[config.mk]
export PLATFORM = sky130hd
export DESIGN_NAME = hpm_pin_mux
export DESIGN_NICKNAME = d
export VERILOG_FILES = /design/src/hpm_pkg.sv /design/src/hpm_sync.sv /design/src/hpm_pin_mux.sv
export SDC_FILE = /design/constraint.sdc
export NUM_CORES = 1
export LEC_CHECK = 0
export BUFFER_PORTS_ARGS = -buffer_cell sky130_fd_sc_hd__buf_2
export CORE_AREA = 3 3 68 83
export DETAILED_ROUTE_END_ITERATION = 8
export DIE_AREA = 0 0 71 86
export GPL_TIMING_DRIVEN = 0
export HOLD_SLACK_MARGIN = 0.05
export PLACE_DENSITY_LB_ADDON = 0.05
export SLEW_MARGIN = 20
export SYNTH_ARGS = -nofsm -noshare
export SYNTH_HDL_FRONTEND = slang
export SYNTH_SLANG_ARGS = --single-unit
[constraint.sdc]
create_clock -name clk -period 1.6 [get_ports clk]
set_clock_uncertainty 0.2 [all_clocks]
set_input_delay 0.08 -clock clk [delete_from_list [all_inputs] [get_ports clk]]
set_output_delay 0.08 -clock clk [all_outputs]
set_load 0.02 [all_outputs]
[src/hpm_pkg.sv]
// Constants and types for the host port strobe/address pin mux
package hpm_pkg;
   localparam int NUM_PINS = 3;
   localparam int ADDR_W = 4;
   localparam int DATA_W = 8;
   // Register offsets
   localparam logic [3:0] OFS_CTRL = 4'h0;
   localparam logic [3:0] OFS_POL = 4'h1;
   localparam logic [3:0] OFS_GPIO_DIR = 4'h2;
   localparam logic [3:0] OFS_GPIO_OUT = 4'h3;
   localparam logic [3:0] OFS_GPIO_IN = 4'h4;
   localparam logic [3:0] OFS_HOST_STAT = 4'h5;
   // Control fields
   localparam int CTRL_HOST_EN_BIT = 0;
   localparam int CTRL_MUXED_BIT = 1;
   localparam int CTRL_DOUBLE_BIT = 2;
   // Polarity fields: 1 = active high
   localparam int POL_RD_BIT = 0;
   localparam int POL_WR_BIT = 1;
   localparam int POL_DS_BIT = 2;
   // Reset values
   localparam logic [2:0] CTRL_RESET = 3'h0;
   localparam logic [2:0] POL_RESET = 3'h0;
   localparam logic [1:0] DIR_RESET = 2'h0;
   localparam logic [2:0] OUT_RESET = 3'h0;
   // Status field positions
   localparam int ST_ADDR2_BIT = 0;
   localparam int ST_ADDR9_BIT = 1;
   localparam int ST_RW_BIT = 2;
   localparam int ST_RD_BIT = 3;
   localparam int ST_WR_BIT = 4;
   localparam int ST_DS_BIT = 5;
   // Per-line direction encoding
   typedef enum logic [1:0] {
      DIR_DISC = 2'h0,
      DIR_IN = 2'h1,
      DIR_OUT = 2'h2
   } hpm_dir_type;
endpackage : hpm_pkg

[src/hpm_sync.sv]
// Two-flop synchroniser for one pin input
`timescale 1ns/1ns
module hpm_sync (
   input wire logic clk,
   input wire logic rst,
   input wire logic d,
   output logic q
);
   typedef struct packed {
      logic meta;
      logic sync;
   } hpm_sync_state_type;
   hpm_sync_state_type s_r;
   hpm_sync_state_type s_nxt;
   always_comb begin
      s_nxt.meta = d;
      s_nxt.sync = s_r.meta;
   end
   always_ff @(posedge clk) begin
      if (rst) begin
         s_r <= '0;
      end else begin
         s_r <= s_nxt;
      end
   end
   assign q = s_r.sync;
endmodule : hpm_sync

[src/hpm_pin_mux.sv]
// Pin mux for three shared host port pins
// What this block does
// - Host, non-multiplexed bus: first pin is host address bit two.
// - Host, multiplexed bus: first pin is host address bit nine.
// - General-purpose mode: pins are port lines ten, eleven, twelve.
// - Each port line separately input, output or disconnected.
// - After reset all three pins are general-purpose disconnected.
// - Single strobe host mode: second pin is read/write direction input.
// - Double strobe host mode: second pin is read strobe input.
// - Single strobe host mode: third pin is data strobe input.
// - Double strobe host mode: third pin is write strobe input.
// - Strobe polarity programmable, active-low after reset.
//
// Chosen here: the register addresses and the strobed register port.
`timescale 1ns/1ns
module hpm_pin_mux (
   input wire logic clk,
   input wire logic rst,
   input wire logic [3:0] reg_addr,
   input wire logic [7:0] reg_wdata,
   input wire logic reg_wr,
   input wire logic reg_rd,
   output logic [7:0] reg_rdata,
   input wire logic [2:0] pin_in,
   output logic [2:0] pin_out,
   output logic [2:0] pin_oe,
   output logic host_addr_bit_two,
   output logic host_addr_bit_nine,
   output logic host_rw_direction,
   output logic host_read_strobe,
   output logic host_write_strobe,
   output logic host_single_strobe,
   output logic host_function_select
);
   typedef struct packed {
      logic [2:0] ctrl;
      logic [2:0] pol;
      logic [5:0] dir;
      logic [2:0] gout;
      logic [7:0] rdata;
      logic a2;
      logic a9;
      logic rw;
      logic rd;
      logic wr;
      logic ds;
   } hpm_state_type;

   hpm_state_type st_r;
   hpm_state_type st_nxt;
   logic [2:0] pin_sync;
   logic host_en;
   logic muxed;
   logic dbl;
   logic [5:0] host_stat;
   logic [2:0] gpio_in;

   genvar gi;
   generate
      for (gi = 0; gi < hpm_pkg::NUM_PINS; gi++) begin : g_sync
         hpm_sync u_sync (
            .clk(clk),
            .rst(rst),
            .d(pin_in[gi]),
            .q(pin_sync[gi])
         );
      end
   endgenerate

   assign host_en = st_r.ctrl[hpm_pkg::CTRL_HOST_EN_BIT];
   assign muxed = st_r.ctrl[hpm_pkg::CTRL_MUXED_BIT];
   assign dbl = st_r.ctrl[hpm_pkg::CTRL_DOUBLE_BIT];

   always_comb begin
      gpio_in = 3'h0;
      for (int i = 0; i < hpm_pkg::NUM_PINS; i++) begin
         if (!host_en && st_r.dir[2*i +: 2] == hpm_pkg::DIR_IN) begin
            gpio_in[i] = pin_sync[i];
         end
      end
   end

   always_comb begin
      host_stat = 6'h0;
      host_stat[hpm_pkg::ST_ADDR2_BIT] = st_r.a2;
      host_stat[hpm_pkg::ST_ADDR9_BIT] = st_r.a9;
      host_stat[hpm_pkg::ST_RW_BIT] = st_r.rw;
      host_stat[hpm_pkg::ST_RD_BIT] = st_r.rd;
      host_stat[hpm_pkg::ST_WR_BIT] = st_r.wr;
      host_stat[hpm_pkg::ST_DS_BIT] = st_r.ds;
   end

   always_comb begin
      st_nxt = st_r;
      // Register writes
      if (reg_wr) begin
         unique case (reg_addr)
            hpm_pkg::OFS_CTRL: st_nxt.ctrl = reg_wdata[2:0];
            hpm_pkg::OFS_POL: st_nxt.pol = reg_wdata[2:0];
            hpm_pkg::OFS_GPIO_DIR: st_nxt.dir = reg_wdata[5:0];
            hpm_pkg::OFS_GPIO_OUT: st_nxt.gout = reg_wdata[2:0];
            default: ;
         endcase
      end
      // Read data valid only the cycle after the strobe
      st_nxt.rdata = 8'h00;
      if (reg_rd) begin
         unique case (reg_addr)
            hpm_pkg::OFS_CTRL: st_nxt.rdata = {5'h00, st_r.ctrl};
            hpm_pkg::OFS_POL: st_nxt.rdata = {5'h00, st_r.pol};
            hpm_pkg::OFS_GPIO_DIR: st_nxt.rdata = {2'h0, st_r.dir};
            hpm_pkg::OFS_GPIO_OUT: st_nxt.rdata = {5'h00, st_r.gout};
            hpm_pkg::OFS_GPIO_IN: st_nxt.rdata = {5'h00, gpio_in};
            hpm_pkg::OFS_HOST_STAT: st_nxt.rdata = {2'h0, host_stat};
            default: st_nxt.rdata = 8'h00;
         endcase
      end
      st_nxt.a2 = 1'b0;
      st_nxt.a9 = 1'b0;
      st_nxt.rw = 1'b0;
      st_nxt.rd = 1'b0;
      st_nxt.wr = 1'b0;
      st_nxt.ds = 1'b0;
      if (host_en) begin
         if (!muxed) begin
            st_nxt.a2 = pin_sync[0];
         end else begin
            st_nxt.a9 = pin_sync[0];
         end
         if (dbl) begin
            st_nxt.rd = pin_sync[1] ~^ st_r.pol[hpm_pkg::POL_RD_BIT];
            st_nxt.wr = pin_sync[2] ~^ st_r.pol[hpm_pkg::POL_WR_BIT];
         end else begin
            st_nxt.rw = pin_sync[1];
            st_nxt.ds = pin_sync[2] ~^ st_r.pol[hpm_pkg::POL_DS_BIT];
         end
      end
   end

   always_ff @(posedge clk) begin
      if (rst) begin
         st_r.ctrl <= hpm_pkg::CTRL_RESET;
         st_r.pol <= hpm_pkg::POL_RESET;
         st_r.dir <= {hpm_pkg::DIR_RESET, hpm_pkg::DIR_RESET,
            hpm_pkg::DIR_RESET};
         st_r.gout <= hpm_pkg::OUT_RESET;
         st_r.rdata <= 8'h00;
         st_r.a2 <= 1'b0;
         st_r.a9 <= 1'b0;
         st_r.rw <= 1'b0;
         st_r.rd <= 1'b0;
         st_r.wr <= 1'b0;
         st_r.ds <= 1'b0;
      end else begin
         st_r <= st_nxt;
      end
   end

   always_comb begin
      pin_out = 3'h0;
      pin_oe = 3'h0;
      for (int i = 0; i < hpm_pkg::NUM_PINS; i++) begin
         if (!host_en && st_r.dir[2*i +: 2] == hpm_pkg::DIR_OUT) begin
            pin_out[i] = st_r.gout[i];
            pin_oe[i] = 1'b1;
         end
      end
   end

   assign reg_rdata = st_r.rdata;
   assign host_addr_bit_two = st_r.a2;
   assign host_addr_bit_nine = st_r.a9;
   assign host_rw_direction = st_r.rw;
   assign host_read_strobe = st_r.rd;
   assign host_write_strobe = st_r.wr;
   assign host_single_strobe = st_r.ds;
   assign host_function_select = host_en;

   // a_reset_disc: after reset no pin is driven
   a_reset_disc: assert property (@(posedge clk)
      $past(rst) && !rst |-> pin_oe == 3'h0 && !host_function_select)
      else $error("pins driven after reset");
   a_gpio_no_host: assert property (@(posedge clk) disable iff (rst)
      !host_en |-> ##1 !(host_read_strobe || host_write_strobe
      || host_single_strobe) || $past(host_en) == 1'b1)
      else $error("host strobe seen in gpio mode");
   a_out_drive: assert property (@(posedge clk) disable iff (rst)
      (!host_en && st_r.dir[1:0] == hpm_pkg::DIR_OUT) |->
      pin_oe[0] && pin_out[0] == st_r.gout[0])
      else $error("port line ten not driven");
   a_host_no_oe: assert property (@(posedge clk) disable iff (rst)
      host_en |-> pin_oe == 3'h0)
      else $error("pin driven in host mode");
   a_addr_two: assert property (@(posedge clk) disable iff (rst)
      (host_en && !muxed) ##1 (host_en && !muxed) |->
      host_addr_bit_two == $past(pin_sync[0]))
      else $error("address bit two wrong");
   a_addr_nine: assert property (@(posedge clk) disable iff (rst)
      (host_en && muxed) ##1 (host_en && muxed) |->
      host_addr_bit_nine == $past(pin_sync[0]) && !host_addr_bit_two)
      else $error("address bit nine wrong");
   a_rw_dir: assert property (@(posedge clk) disable iff (rst)
      (host_en && !dbl) ##1 (host_en && !dbl) |->
      host_rw_direction == $past(pin_sync[1]))
      else $error("read/write direction wrong");
   a_read_strobe: assert property (@(posedge clk) disable iff (rst)
      (host_en && dbl && !st_r.pol[hpm_pkg::POL_RD_BIT] && !pin_sync[1]) |=>
      host_read_strobe || !host_en)
      else $error("active-low read strobe missed");
   a_data_strobe: assert property (@(posedge clk) disable iff (rst)
      (host_en && !dbl && st_r.pol[hpm_pkg::POL_DS_BIT] && pin_sync[2]) |=>
      host_single_strobe || !host_en)
      else $error("data strobe missed");
   a_write_strobe: assert property (@(posedge clk) disable iff (rst)
      (host_en && dbl && !st_r.pol[hpm_pkg::POL_WR_BIT] && !pin_sync[2]) |=>
      host_write_strobe || !host_en)
      else $error("active-low write strobe missed");
   a_pol_default: assert property (@(posedge clk)
      $past(rst) && !rst |-> st_r.pol == hpm_pkg::POL_RESET)
      else $error("polarity not active-low after reset");
   a_sync_delay: assert property (@(posedge clk) disable iff (rst)
      $rose(pin_in[2]) ##1 $stable(pin_in[2]) |=> pin_sync[2])
      else $error("synchroniser latency wrong");

   // Port line drivers and inputs per direction field
   a_out_eleven: assert property (@(posedge clk) disable iff (rst)
      (!host_en && st_r.dir[3:2] == hpm_pkg::DIR_OUT) |->
      pin_oe[1] && pin_out[1] == st_r.gout[1])
      else $error("port line eleven not driven");
   a_out_twelve: assert property (@(posedge clk) disable iff (rst)
      (!host_en && st_r.dir[5:4] == hpm_pkg::DIR_OUT) |->
      pin_oe[2] && pin_out[2] == st_r.gout[2])
      else $error("port line twelve not driven");
   a_disc_ten: assert property (@(posedge clk) disable iff (rst)
      st_r.dir[1:0] != hpm_pkg::DIR_OUT |->
      !pin_oe[0] && !pin_out[0])
      else $error("port line ten driven unasked");
   a_disc_eleven: assert property (@(posedge clk) disable iff (rst)
      st_r.dir[3:2] != hpm_pkg::DIR_OUT |->
      !pin_oe[1] && !pin_out[1])
      else $error("port line eleven driven unasked");
   a_disc_twelve: assert property (@(posedge clk) disable iff (rst)
      st_r.dir[5:4] != hpm_pkg::DIR_OUT |->
      !pin_oe[2] && !pin_out[2])
      else $error("port line twelve driven unasked");
   a_in_none: assert property (@(posedge clk) disable iff (rst)
      (host_en || st_r.dir[1:0] != hpm_pkg::DIR_IN) |->
      !gpio_in[0])
      else $error("port line ten read while not input");
   a_in_ten: assert property (@(posedge clk) disable iff (rst)
      (!host_en && st_r.dir[1:0] == hpm_pkg::DIR_IN) |->
      gpio_in[0] == pin_sync[0])
      else $error("port line ten input lost");
   a_in_read: assert property (@(posedge clk) disable iff (rst)
      (reg_rd && reg_addr == hpm_pkg::OFS_GPIO_IN) |=>
      reg_rdata == {5'h00, $past(gpio_in)})
      else $error("port line inputs misread");

   // Function select and address roles
   a_gpio_quiet: assert property (@(posedge clk) disable iff (rst)
      !host_en |=>
      !host_addr_bit_two && !host_addr_bit_nine && !host_rw_direction)
      else $error("host address seen in gpio mode");
   a_ctrl_write: assert property (@(posedge clk) disable iff (rst)
      (reg_wr && reg_addr == hpm_pkg::OFS_CTRL) |=>
      st_r.ctrl == $past(reg_wdata[2:0]))
      else $error("function select not taken");
   a_two_muxed: assert property (@(posedge clk) disable iff (rst)
      (host_en && muxed) |=> !host_addr_bit_two)
      else $error("address bit two live in multiplexed mode");
   a_nine_plain: assert property (@(posedge clk) disable iff (rst)
      (host_en && !muxed) |=> !host_addr_bit_nine)
      else $error("address bit nine live in plain mode");

   // Strobe roles by bus style
   a_rw_double: assert property (@(posedge clk) disable iff (rst)
      dbl |=> !host_rw_direction)
      else $error("direction input live in double strobe mode");
   a_rd_single: assert property (@(posedge clk) disable iff (rst)
      !dbl |=> !host_read_strobe)
      else $error("read strobe live in single strobe mode");
   a_wr_single: assert property (@(posedge clk) disable iff (rst)
      !dbl |=> !host_write_strobe)
      else $error("write strobe live in single strobe mode");
   a_ds_double: assert property (@(posedge clk) disable iff (rst)
      dbl |=> !host_single_strobe)
      else $error("data strobe live in double strobe mode");
   a_read_high: assert property (@(posedge clk) disable iff (rst)
      (host_en && dbl && st_r.pol[hpm_pkg::POL_RD_BIT] && pin_sync[1]) |=>
      host_read_strobe)
      else $error("active-high read strobe missed");
   a_read_idle: assert property (@(posedge clk) disable iff (rst)
      (host_en && dbl && pin_sync[1] != st_r.pol[hpm_pkg::POL_RD_BIT]) |=>
      !host_read_strobe)
      else $error("inactive read strobe seen");
   a_write_high: assert property (@(posedge clk) disable iff (rst)
      (host_en && dbl && st_r.pol[hpm_pkg::POL_WR_BIT] && pin_sync[2]) |=>
      host_write_strobe)
      else $error("active-high write strobe missed");
   a_write_idle: assert property (@(posedge clk) disable iff (rst)
      (host_en && dbl && pin_sync[2] != st_r.pol[hpm_pkg::POL_WR_BIT]) |=>
      !host_write_strobe)
      else $error("inactive write strobe seen");
   a_ds_low: assert property (@(posedge clk) disable iff (rst)
      (host_en && !dbl && !st_r.pol[hpm_pkg::POL_DS_BIT] && !pin_sync[2]) |=>
      host_single_strobe)
      else $error("active-low data strobe missed");
   a_ds_idle: assert property (@(posedge clk) disable iff (rst)
      (host_en && !dbl && pin_sync[2] != st_r.pol[hpm_pkg::POL_DS_BIT]) |=>
      !host_single_strobe)
      else $error("inactive data strobe seen");

   // State after reset release, and polarity register write
   a_dir_reset: assert property (@(posedge clk)
      $past(rst) && !rst |->
      st_r.dir == {hpm_pkg::DIR_RESET, hpm_pkg::DIR_RESET,
      hpm_pkg::DIR_RESET})
      else $error("port directions not disconnected after reset");
   a_host_reset: assert property (@(posedge clk)
      $past(rst) && !rst |-> !host_addr_bit_two && !host_addr_bit_nine
      && !host_rw_direction && !host_read_strobe
      && !host_write_strobe && !host_single_strobe)
      else $error("host outputs live after reset");
   a_pol_write: assert property (@(posedge clk) disable iff (rst)
      (reg_wr && reg_addr == hpm_pkg::OFS_POL) |=>
      st_r.pol == $past(reg_wdata[2:0]))
      else $error("strobe polarity not taken");

   // Synchroniser latency: falling edge on the third pin, rising edge on the other pins
   a_sync_fall: assert property (@(posedge clk) disable iff (rst)
      $fell(pin_in[2]) ##1 $stable(pin_in[2]) |=> !pin_sync[2])
      else $error("synchroniser fall latency wrong");
   a_sync_mid: assert property (@(posedge clk) disable iff (rst)
      $rose(pin_in[1]) ##1 $stable(pin_in[1]) |=> pin_sync[1])
      else $error("second pin synchroniser latency wrong");
   a_sync_first: assert property (@(posedge clk) disable iff (rst)
      $rose(pin_in[0]) ##1 $stable(pin_in[0]) |=> pin_sync[0])
      else $error("first pin synchroniser latency wrong");

   c_host_single: cover property (@(posedge clk) host_single_strobe);
   c_host_read: cover property (@(posedge clk) host_read_strobe);
   c_host_write: cover property (@(posedge clk) host_write_strobe);
   c_addr_nine: cover property (@(posedge clk) host_addr_bit_nine);
   c_gpio_out: cover property (@(posedge clk) pin_oe == 3'h7);
endmodule : hpm_pin_mux

==> flow_metrics.tcl <==
set metrics [dict create \
    run_status "finished clean" \
    crit_family "flip-flops" \
    worst_r2r_path_depth 2 \
    io_buffers 34 \
    syn2layout_area_growth_pct 33.7 \
    core-area_um2 4900 \
    reg2reg_from "host_function_select" \
    grt_max_degree 11 \
    grt_first_pass_wirelength_mm 5.85 \
    grt_use_total_pct 12.5 \
    vias 1189 \
    setup_slack_ns 0.113 \
    antenna_left 0 \
    cts-root-buf "clkbuf_8" \
    whs_path_depth 5 \
    timing.final.hold_violations 0 \
    power-per-cell-area_nw_per_um2 822 \
    worstHoldStart "reg_addr[2]" \
    cp_slowest_stage_delay_ns 0.39 \
    finalNetCount 224 \
    antenna_found_initial 0 \
    htreeDepth 2 \
    rsz0062_at_grt "no" \
    synth_cell_types 38 \
    stdcell_count 265 \
    numCtsBuffers 5 \
    drive_gt1_share_pct 29.8 \
    yosys-top-cells-area "dfxtp_1 45%, mux2i_1 12%, nor2_1 6.4%" \
    place_hpwl_mm 2.66 \
    crit_path_end_kind "primary output" \
    multi_input_area_um2 703 \
    hold_slack_ns 0.0843 \
    yosys_warnings 0 \
    cp-start-kind "flop" \
    cpMaxStageDelayCell "dfxtp_2" \
    path_max_fanout 8 \
    drc 0 \
    n_fill_cell 517 \
    p_leak_nw 0.942 \
    dp_slack_ns 0.173 \
    fin_crit_sh_pct 93.0 \
    cts_tree "yes" \
    crit_buf_inv 1 \
    globalRouteOverflowTotal 0 \
    clk-insertion-delay-late_ns 0.27 \
    postSynthAreaPerCell_um2 9.80 \
    drt-initial-drc-count 33 \
    hp-class "in2reg" \
    path_clk_slew_ns 0.06 \
    synth_area_um2 1460 \
    fp.dieH_um 86 \
    placementRows 28 \
    grt_pass1_vias 1171 \
    ctsLongestPathBuffers 2 \
    crit_chain "nor3b_2 > and2_1 > buf_2" \
    yosysMostFrequentCell "dfxtp_1" \
    ys_seq_elements 33 \
    synth_commonest_cells "33 x dfxtp_1, 25 x nor2_1, 18 x mux2i_1, 8 x buf_4, 8 x nor2b_1" \
    max_freq_mhz 672 \
    maxCapViolCount 0 \
    viasPerCell 4.49 \
    routedWlPerCell_um 13.3 \
    report.final.slew_viol_count 0 \
    placed_cells 244 \
    regToRegSetupSlack_ns 0.24 \
    ff_latch_area_um2 662 \
    worstPathArrival_ns 1.21 \
    gp_congestion 0.823 \
    async_flop_share_pct 0 \
    min_period_ns 1.49 \
    cts_sinks 33 \
    netlist_instances 149 \
    yosys.area.top_type "dfxtp_1" \
    worstPathRequired_ns 1.32 \
    hold_end "reg_rdata[2]" \
    synth_top_area_share_pct 45.2 \
    setup_violations 0 \
    worstSetupPathType "reg2out" \
    io_pins 40 \
    drt-total-wl_mm 3.52 \
    fin_setup_tns_ns 0 \
    die_x_um 71 \
    yosysSeqAreaShare_pct 45.2 \
    ys.flop_type "dfxtp_1" \
    n_antenna_cell 0 \
    synth_edf_count 0 \
    peakVddDrop_mv 0.424 \
    worstReg2RegEnd "host_single_strobe" \
    drt_first_pass_iters 4 \
    die-area_um2 6110 \
    start_util_pct 29.8 \
]
-- worst max-delay path by stage --
stage                                     from            endpoint  slack [ns]  depth (start not counted)
after floorplan           host_function_select          pin_out[1]       -0.06                          2
after global routing                  st_r[20]          pin_out[1]        0.01                          3
after detailed placement  host_function_select  host_single_strobe        0.17                          2
final                     host_function_select          pin_out[2]        0.11                          3
after global placement    host_function_select  host_single_strobe        0.13                          2
after CTS                 host_function_select          pin_out[2]       0.008                          3
-- layout by cell type (no fill, tap or decap), drive strengths merged, types with 2 or more instances in the layout --
| master | count |
|---|---|
| nor2 | 26 |
| nor2b | 8 |
| buf | 44 |
| clkbuf | 11 |
| nand3 | 5 |
| nand4b | 2 |
| a22oi | 3 |
| xor2 | 3 |
| dlygate4sd3 | 14 |
| and3b | 2 |
| and2 | 4 |
| a31oi | 3 |
| dfxtp | 33 |
| nand2 | 6 |
| mux2i | 18 |
| nor3b | 5 |
| conb | 2 |
-- routing by layer --
layer / vias to the layer above / GRT usage (%) / share of wire [%]
met5: - / 0 / 0
met4: 0 / 6.15 / 2.6
met3: 9 / 3.52 / 5.3
met2: 35 / 20.4 / 46
met1: 531 / 14.9 / 46
li1: 614 / - / -
-- cell families after synthesis --
| logic type | Yosys count | share of synthesized area [%] |
|---|---|---|
| compound gates | 12 | 6.00 |
| buf+inv | 15 | 7.88 |
| other cells | 1 | 0.257 |
| xor+xnor | 3 | 1.80 |
| simple gates | 67 | 26.5 |
| mux | 18 | 12.3 |
| flops | 33 | 45.2 |
-- flip-flops by register name, indices dropped and copies added (netlist names), 3 cells and up --
| register | flops |
|---|---|
| st_r | 12 |
| g_sync.u_sync.q | 3 |
| g_sync.u_sync.s_nxt | 3 |
| reg_rdata | 6 |
-- final cells by class --
cell class / instances / share of cell area (%)
buffer: 14 / 5.71
clock buffer: 7 / 4.42
inverter: 1 / 0.192
multi-input combinational: 102 / 36.0
sequential: 33 / 33.9
tap: 60 / 3.85
timing repair buffer: 48 / 15.9
-- where the power goes --
| group | internal, mW | switching [mW] |
|---|---|---|
| registers | 0.834 | 0.0101 |
| logic | 0.0750 | 0.0698 |
| clock network | 0.341 | 0.275 |
| total | 1.25 | 0.355 |
-- worst register-to-register path: stages, from the launching register on --
cell and delay [ns]:
dfxtp_2 0.45, nor2b_1 0.35, nor3b_1 0.27
-- through the flow --
stage | power [mW] | instance area (um^2) | util (%)
6_report | 1.60 | 1950 | 39.8
5_1_grt | 1.69 | 1950 | 39.8
4_1_cts | 1.63 | 1950 | 39.8
3_5_place_dp | 0.981 | 1710 | 34.8
3_3_place_gp | 0.980 | 1710 | 34.8
2_1_floorplan | 0.934 | 1460 | -
-- timing repair --
action                     4_1_cts  5_1_grt
hold buffers                    14        0
setup endpoints to repair        2        4
buffers inserted                 0        0
gates resized for setup          3        1
hold endpoints to repair        30        0
(Power assumes the default switching activity.)
